<file path="src/e3oh_pkg.sv">
// constants for the receive overhead serial output port of one e3 channel
// shared by the port module and the testbench; the two-entry byte buffer only gets BUF_W as a parameter
package e3oh_pkg;
    localparam int SYS_CLK_PERIOD_NS = 50;
    localparam int OH_CLK_PERIOD_NS = 400;
    localparam int OH_HALF_RAW = OH_CLK_PERIOD_NS / (2 * SYS_CLK_PERIOD_NS);
    localparam int OH_HALF_CYC = (OH_HALF_RAW < 1) ? 1 : OH_HALF_RAW;
    localparam int FRAME_BYTES = 537;
    localparam int OH_BYTES = 7;
    localparam int BYTE_BITS = 8;
    localparam logic [2:0] BITS_AFTER_MSB = 3'h7;
    localparam logic [2:0] BIT_NONE = 3'h0;
    localparam logic [2:0] BYTE_IDX_DONE = 3'h7;
    localparam logic [2:0] BYTE_IDX_FIRST = 3'h1;
    localparam logic [7:0] DIV_ZERO = 8'h00;
    localparam logic [7:0] BYTE_ZERO = 8'h00;
    localparam int BUF_W = 9;

    typedef enum logic [1:0] {
        ST_IDLE = 2'b00,
        ST_SHIFT = 2'b01
    } e3oh_state_e;
endpackage : e3oh_pkg

</file>
<file path="src/e3oh_buf.sv">
// two-entry buffer between the framer's overhead bytes and the serialiser
// assumes both sides run on sys_clk; read data come from the entry registers
`timescale 1ns/10ps
module e3oh_buf #(
    parameter int W = 9
) (
    input wire logic sys_clk,
    input wire logic rst_n,
    input wire logic in_valid,
    input wire logic [W-1:0] in_data,
    output logic in_ready,
    output logic out_valid,
    output logic [W-1:0] out_data,
    input wire logic out_ready
);
    logic [W-1:0] mem [2];
    logic [W-1:0] next_mem [2];
    logic wr_ptr, rd_ptr, next_wr_ptr, next_rd_ptr;
    logic [1:0] count, next_count;
    logic next_in_ready;
    logic push, pop;

    assign out_valid = (count != 2'h0);
    assign out_data = mem[rd_ptr];

    always_comb begin
        push = in_valid && in_ready;
        pop = out_valid && out_ready;
        next_mem = mem;
        next_wr_ptr = wr_ptr;
        next_rd_ptr = rd_ptr;
        if (push) begin
            next_mem[wr_ptr] = in_data;
            next_wr_ptr = ~wr_ptr;
        end
        if (pop) begin
            next_rd_ptr = ~rd_ptr;
        end
        next_count = count + {1'b0, push} - {1'b0, pop};
        next_in_ready = (next_count != 2'h2);
    end

    always_ff @(posedge sys_clk) begin
        if (!rst_n) begin
            mem[0] <= '0;
            mem[1] <= '0;
            wr_ptr <= 1'b0;
            rd_ptr <= 1'b0;
            count <= 2'h0;
            in_ready <= 1'b1;
        end else begin
            mem <= next_mem;
            wr_ptr <= next_wr_ptr;
            rd_ptr <= next_rd_ptr;
            count <= next_count;
            in_ready <= next_in_ready;
        end
    end
endmodule : e3oh_buf

</file>
<file path="src/e3oh_serial_out.sv">
// receive overhead serial output port, dedicated overhead clock mode
// assumes overhead bytes arrive from the framer on sys_clk, tagged first at fa1
`timescale 1ns/10ps
module e3oh_serial_out #(
    parameter int HALF_CYC = e3oh_pkg::OH_HALF_CYC
) (
    input wire logic sys_clk,
    input wire logic rst_n,
    input wire logic oh_in_valid,
    input wire logic [7:0] oh_in_byte,
    input wire logic oh_in_first,
    output logic oh_in_ready,
    output logic overhead_serial_out,
    output logic overhead_bit_clock,
    output logic overhead_frame_marker
);
    import e3oh_pkg::*;

    logic [7:0] div_cnt, next_div_cnt;
    logic next_oh_clk;
    logic fall_tick;
    e3oh_state_e state, next_state;
    logic [7:0] shreg, next_shreg;
    logic [2:0] bit_left, next_bit_left;
    logic [2:0] byte_idx, next_byte_idx;
    logic next_data, next_mark;
    logic buf_valid, buf_pop, load, discard;
    logic [BUF_W-1:0] buf_dout;
    logic buf_first;
    logic [7:0] buf_byte;

    // small buffer so a late serialiser never loses a byte from the framer
    e3oh_buf #(.W(BUF_W)) u_buf (
        .sys_clk(sys_clk),
        .rst_n(rst_n),
        .in_valid(oh_in_valid),
        .in_data({oh_in_first, oh_in_byte}),
        .in_ready(oh_in_ready),
        .out_valid(buf_valid),
        .out_data(buf_dout),
        .out_ready(buf_pop)
    );

    assign buf_first = buf_dout[BUF_W-1];
    assign buf_byte = buf_dout[7:0];

    // free-running divider; falls only from high so data moves on falling edges
    always_comb begin
        if (div_cnt == 8'(HALF_CYC - 1)) begin
            next_div_cnt = DIV_ZERO;
            next_oh_clk = ~overhead_bit_clock;
        end else begin
            next_div_cnt = div_cnt + 8'h01;
            next_oh_clk = overhead_bit_clock;
        end
        fall_tick = (div_cnt == 8'(HALF_CYC - 1)) && overhead_bit_clock;
    end

    always_ff @(posedge sys_clk) begin
        if (!rst_n) begin
            div_cnt <= DIV_ZERO;
            overhead_bit_clock <= 1'b0;
        end else begin
            div_cnt <= next_div_cnt;
            overhead_bit_clock <= next_oh_clk;
        end
    end

    // bytes past the seventh of a frame are dropped until the next fa1
    always_comb begin
        discard = buf_valid && !buf_first && (byte_idx == 3'(OH_BYTES));
        load = fall_tick && buf_valid && !discard
            && (state == ST_IDLE || bit_left == BIT_NONE);
        buf_pop = discard || load;
        next_state = state;
        next_shreg = shreg;
        next_bit_left = bit_left;
        next_byte_idx = byte_idx;
        next_data = overhead_serial_out;
        next_mark = overhead_frame_marker;
        if (fall_tick) begin
            if (state == ST_SHIFT && bit_left != BIT_NONE) begin
                next_data = shreg[7];
                next_shreg = {shreg[6:0], 1'b0};
                next_bit_left = bit_left - 3'h1;
                next_mark = 1'b0;
            end else if (load) begin
                next_state = ST_SHIFT;
                next_data = buf_byte[7];
                next_shreg = {buf_byte[6:0], 1'b0};
                next_bit_left = BITS_AFTER_MSB;
                next_mark = buf_first;
                next_byte_idx = buf_first ? BYTE_IDX_FIRST : byte_idx + 3'h1;
            end else begin
                // underrun: idle zeros keep the pin driven, never floated
                next_state = ST_IDLE;
                next_data = 1'b0;
                next_mark = 1'b0;
            end
        end
    end

    always_ff @(posedge sys_clk) begin
        if (!rst_n) begin
            state <= ST_IDLE;
            shreg <= BYTE_ZERO;
            bit_left <= BIT_NONE;
            byte_idx <= BYTE_IDX_DONE;
            overhead_serial_out <= 1'b0;
            overhead_frame_marker <= 1'b0;
        end else begin
            state <= next_state;
            shreg <= next_shreg;
            bit_left <= next_bit_left;
            byte_idx <= next_byte_idx;
            overhead_serial_out <= next_data;
            overhead_frame_marker <= next_mark;
        end
    end

    // helper: cycles since the overhead clock last changed
    logic [7:0] run_len;
    always_ff @(posedge sys_clk) begin
        if (!rst_n) begin
            run_len <= DIV_ZERO;
        end else if (next_oh_clk != overhead_bit_clock) begin
            run_len <= DIV_ZERO;
        end else begin
            run_len <= run_len + 8'h01;
        end
    end

    // helper: cycles the frame marker has stood high so far
    logic [7:0] mark_len;
    always_ff @(posedge sys_clk) begin
        if (!rst_n) begin
            mark_len <= DIV_ZERO;
        end else if (overhead_frame_marker) begin
            mark_len <= mark_len + 8'h01;
        end else begin
            mark_len <= DIV_ZERO;
        end
    end

    // helper: bits begun in the current frame; idle fill is not counted, so an
    // underrun between bytes does not upset the byte alignment seen here
    logic [5:0] frame_bit;
    always_ff @(posedge sys_clk) begin
        if (!rst_n) begin
            frame_bit <= 6'h00;
        end else if (load && buf_first) begin
            frame_bit <= 6'h01;
        end else if (load || (fall_tick && state == ST_SHIFT && bit_left != BIT_NONE)) begin
            frame_bit <= frame_bit + 6'h01;
        end
    end

    a_clk_never_stops: assert property (@(posedge sys_clk) disable iff (!rst_n)
        run_len < 8'(HALF_CYC))
        else $error("overhead clock held too long");

    // both halves of the overhead clock are the same length
    a_clk_even_period: assert property (@(posedge sys_clk) disable iff (!rst_n)
        $changed(overhead_bit_clock) |-> $past(run_len) == 8'(HALF_CYC - 1))
        else $error("overhead clock half period uneven");

    a_data_on_fall: assert property (@(posedge sys_clk) disable iff (!rst_n)
        !$fell(overhead_bit_clock) |-> $stable(overhead_serial_out))
        else $error("serial data moved off a falling edge");

    a_shift_next_bit: assert property (@(posedge sys_clk) disable iff (!rst_n)
        fall_tick && state == ST_SHIFT && bit_left != BIT_NONE
        |=> overhead_serial_out == $past(shreg[7]) && bit_left == $past(bit_left) - 3'h1)
        else $error("overhead bit not shifted out");

    a_load_msb_first: assert property (@(posedge sys_clk) disable iff (!rst_n)
        load |=> overhead_serial_out == $past(buf_byte[7])
            && overhead_frame_marker == $past(buf_first))
        else $error("byte not started with its msb");

    a_byte_eight_bits: assert property (@(posedge sys_clk) disable iff (!rst_n)
        load |-> (state == ST_IDLE || bit_left == BIT_NONE) ##1 bit_left == BITS_AFTER_MSB)
        else $error("byte loaded before eight bits were sent");

    // a later byte may only start on a byte boundary and inside the 56 bit slots
    a_byte_boundary: assert property (@(posedge sys_clk) disable iff (!rst_n)
        load && !buf_first |-> frame_bit[2:0] == 3'h0
            && frame_bit < 6'(OH_BYTES * BYTE_BITS))
        else $error("overhead byte started off a byte boundary");

    // marker moves only with a falling clock; a counter measures the high time
    // so the check scales with HALF_CYC without a long repetition
    a_marker_one_period: assert property (@(posedge sys_clk) disable iff (!rst_n)
        $changed(overhead_frame_marker) |-> $fell(overhead_bit_clock)
            && (overhead_frame_marker || mark_len == 8'(2 * HALF_CYC)))
        else $error("frame marker not exactly one clock period");

    a_marker_resets_index: assert property (@(posedge sys_clk) disable iff (!rst_n)
        $rose(overhead_frame_marker) |-> byte_idx == BYTE_IDX_FIRST)
        else $error("marker not at first overhead byte");

    a_seven_bytes_max: assert property (@(posedge sys_clk) disable iff (!rst_n)
        byte_idx == 3'(OH_BYTES) && buf_valid && !buf_first
        |-> buf_pop && !load ##1 byte_idx == 3'(OH_BYTES))
        else $error("eighth overhead byte not dropped");

    a_idle_drives_zero: assert property (@(posedge sys_clk) disable iff (!rst_n)
        fall_tick && !load && !(state == ST_SHIFT && bit_left != BIT_NONE)
        |=> !overhead_serial_out && !overhead_frame_marker)
        else $error("idle bit not driven low");
endmodule : e3oh_serial_out

</file>
<file path="config.mk">
export PLATFORM = sky130hd
export DESIGN_NAME = e3oh_serial_out
export DESIGN_NICKNAME = d
export VERILOG_FILES = /design/src/e3oh_pkg.sv /design/src/e3oh_buf.sv /design/src/e3oh_serial_out.sv
export SDC_FILE = /design/constraint.sdc
export NUM_CORES = 1
export LEC_CHECK = 0
export BUFFER_PORTS_ARGS = -buffer_cell sky130_fd_sc_hd__buf_2
export CAP_MARGIN = 20
export CORE_MARGIN = 4
export CORE_UTILIZATION = 46
export DETAILED_ROUTE_END_ITERATION = 8
export PLACE_DENSITY = 0.62
export SYNTH_ARGS = -nofsm -noshare
export SYNTH_HDL_FRONTEND = slang
export SYNTH_SLANG_ARGS = --single-unit
</file>
<file path="constraint.sdc">
create_clock -name sys_clk -period 3.2 [get_ports sys_clk]
set_input_delay 0.96 -clock sys_clk [delete_from_list [all_inputs] [get_ports sys_clk]]
set_output_delay 0.96 -clock sys_clk [all_outputs]
set_load 0.05 [all_outputs]
</file>
==> results.yml <==
run_status:
  status: "finished, final reports clean"
place:
  place_inst: 304
  gp_congestion: 0.722
  dp_slack_ns: 0.873
  post-dp-hpwl_um: 2740
  placed_area_um2: 2300
  io_buffer_count: 15
logic_synthesis:
  syn_area_per_cell_um2: 8.94
  synthTopCellsByCount: "nand2_1, dfxtp_1, a21boi_0"
  synth_area_leader_cell: "dfxtp_1"
  synth_top_cell_area_share_pct: 44.1
  yosys.cell_count.top_type: "nand2_1"
  yosysUniqueCellTypes: 41
  syn_inst: 244
  synth_seq_cells: 48
  yosysWarnings: 0
  async_reset_ff_share_pct: 0
  synth_fp_nets: 263
  synthTopCellsByArea: "dfxtp_1, nand2_1, mux2i_1"
  synth-seq-area-share_pct: 44.1
  netlist_area_um2: 2180
  synth_enable_flop_cells: 0
  synthFlopType: "dfxtp_1"
route:
  ant_nets: 0
  drt-pass1-iter-count: 4
  drc: 0
  num_vias: 1608
  drt_iter0_drc: 103
  vias_per_cell: 5.15
  routed_wl_um: 3930
  wire_per_inst_um: 12.6
clocking:
  cts_max_path_buffers: 2
  clock_sinks: 48
  cts_resized: 0
  post_cts_buffers: 0
  clk_latency_ns: 0.30
  cts_tree: "yes"
  clk_pin_slew_ns: 0.09
  cts_root_buffer: "clkbuf_8"
  numCtsBuffers: 5
  h-tree-depth: 2
  hold_buffers: 0
power_and_ir_drop:
  p_clk_share_pct: 27.8
  leakage_uw: 0.000947
  p_comb_share_pct: 22.0
  p_int_uw: 955
  swShare_pct: 29.0
  ir_worst_vdd_mv: 0.287
  seqPwrFrac_pct: 50.2
  pwr_density_cell_nw_per_um2: 562
  switching_power_uw: 390
cells_and_area:
  fin_area_um2: 2390
  drive_above_1_share_pct: 13.1
  nets: 278
  syn2layout_area_growth_pct: 9.75
  antenna_cells: 0
  finalNonFillerCells: 312
critical_path:
  cp.required_ns: 3.40
  cp_data_arrival_time_ns: 2.52
  crit_type: "reg -> reg"
  cpMostUsedCell: "ha_1"
  cp_cell_sequence: "inv_1 > ha_1 > ha_1 > nand2b_1 > o21ai_0 > o22ai_1 > ha_1 > inv_1 > ha_1 > xnor2_1 > xnor2_1 > and2_1 > nand2b_1"
  crit_path_end_kind: "flip-flop"
  start_kind: "flip-flop"
  slowest_delay_ns: 0.34
  cp_slowest_cell: "dfxtp_1"
  cp_max_fo: 3
timing:
  setup_viol: 0
  period_needed_ns: 2.32
  clock_skew_ns: 0.00654
  period_share_pct: 72.6
  max_freq_ghz: 0.430
  rsz0062_at_grt: "no"
  final_max_slew_viol_count: 0
  slew-limit-headroom_pct: 51.7
  finalHoldViolations: 0
  fin_ws_ns: 0.876
  setup_tns_ns: 0
  worst_pin_slew_ns: 0.720
global_routing:
  overflow: 0
  antenna_found_initial: 0
  grt_start_max_net_pins: 37
  grt_pass1_vias: 1553
  track_usage_pct: 14.7
  grt_pass1_wl_um: 6970
hold_path:
  hold_path_class: "reg -> reg"
run:
  cap_violations: 0
floorplanning:
  die_w_um: 76.9
  start_util_pct: 48.7
  die-area_um2: 5910
  core_um2: 4470
  rows: 24
  ios: 16
  chipHeight_um: 76.9
power groups by stage:
stage / clock network [µW] / registers, µW / logic, µW
5_1_grt: 412 / 682 / 337
3_5_place_dp: 0 / 690 / 300
3_3_place_gp: 0 / 688 / 296
2_1_floorplan: 0 / 693 / 228
6_report: 374 / 675 / 296
4_1_cts: 388 / 676 / 300
through the flow:
stage          util (%)  total power [µW]  hold slack [ns]
2_1_floorplan         -               921            0.426
3_3_place_gp       51.4               984            0.447
3_5_place_dp       51.4               989            0.452
4_1_cts            53.5              1360            0.464
5_1_grt            53.5              1430            0.491
6_report           53.5              1340            0.462
sequential cells by signal (all words and copies together) (netlist names):
register and flops:
bit_left 3, state 1, u_buf.in_ready 1, overhead_serial_out 1
u_buf.count 2, byte_idx 3, overhead_frame_marker 1, overhead_bit_clock 1
shreg 7, u_buf.mem 18, u_buf.rd_ptr 1, u_buf.wr_ptr 1
div_cnt 8
final timing paths:
| path | start | to | slack (ns) | cells after the start |
|---|---|---|---|---|
| min | shreg[4]$_SDFFE_PN0P_ | shreg[4]$_SDFFE_PN0P_ | 0.46 | 2 |
| min reg2reg | shreg[4]$_SDFFE_PN0P_ | shreg[4]$_SDFFE_PN0P_ | 0.46 | 2 |
| max | bit_left[0]$_SDFFE_PN0P_ | u_buf.in_ready$_SDFF_PN1_ | 0.88 | 13 |
| max reg2reg | bit_left[0]$_SDFFE_PN0P_ | u_buf.in_ready$_SDFF_PN1_ | 0.88 | 13 |
final cells by class:
class                      instances  area (µm²)
timing repair buffer              19         105
clock inverter                     1        7.51
clock buffer                       7        86.3
tap                               52        65.1
multi-input combinational        179        1150
inverter                           6        22.5
sequential                        48         961
fill                             444        2080
kinds of logic after synthesis:
group / count (synthesis) / share of synthesized area (%)
XOR/XNOR: 9 / 3.61
adder cells (fa/ha/maj): 7 / 4.02
flip-flops: 48 / 44.1
multiplexers: 17 / 7.92
AND/OR/NAND/NOR: 102 / 22.3
AO/OA/AOI/OAI: 44 / 14.7
buffers and inverters: 17 / 3.38
critical path, delay by kind of cell (launching register included):
kind | cells | cell delay (ns)
fa+ha+maj | 4 | 0.88
compound gates | 2 | 0.24
xor+xnor | 2 | 0.30
flops | 1 | 0.34
simple gates | 3 | 0.36
buf+inv | 2 | 0.10
layer usage:
layer	track usage [%]	up-vias	share of wire [%]
met5	0	-	0
met3	3.51	7	4.0
met4	6.52	0	1.8
li1	-	861	-
met1	19.2	704	51
met2	22.8	36	43
cells in the final DEF (no fill, tap or decap), drive strengths merged, types with 2 or more instances in the layout:
master / netlist / final
nand2b: 3 / 3
ha: 7 / 7
o211a: 2 / 2
o211ai: 6 / 6
o21ai: 5 / 5
mux2i: 15 / 15
nor2b: 3 / 3
and3: 5 / 5
buf: 3 / 19
mux2: 2 / 2
nand2: 62 / 62
nor2: 9 / 9
dfxtp: 48 / 48
a21boi: 20 / 20
xnor2: 7 / 7
inv: 6 / 6
a21oi: 4 / 4
and2: 4 / 4
clkbuf: 8 / 7
and4: 2 / 2
nand3: 7 / 7
xor2: 2 / 2
Power figures use the tool's default switching activity.
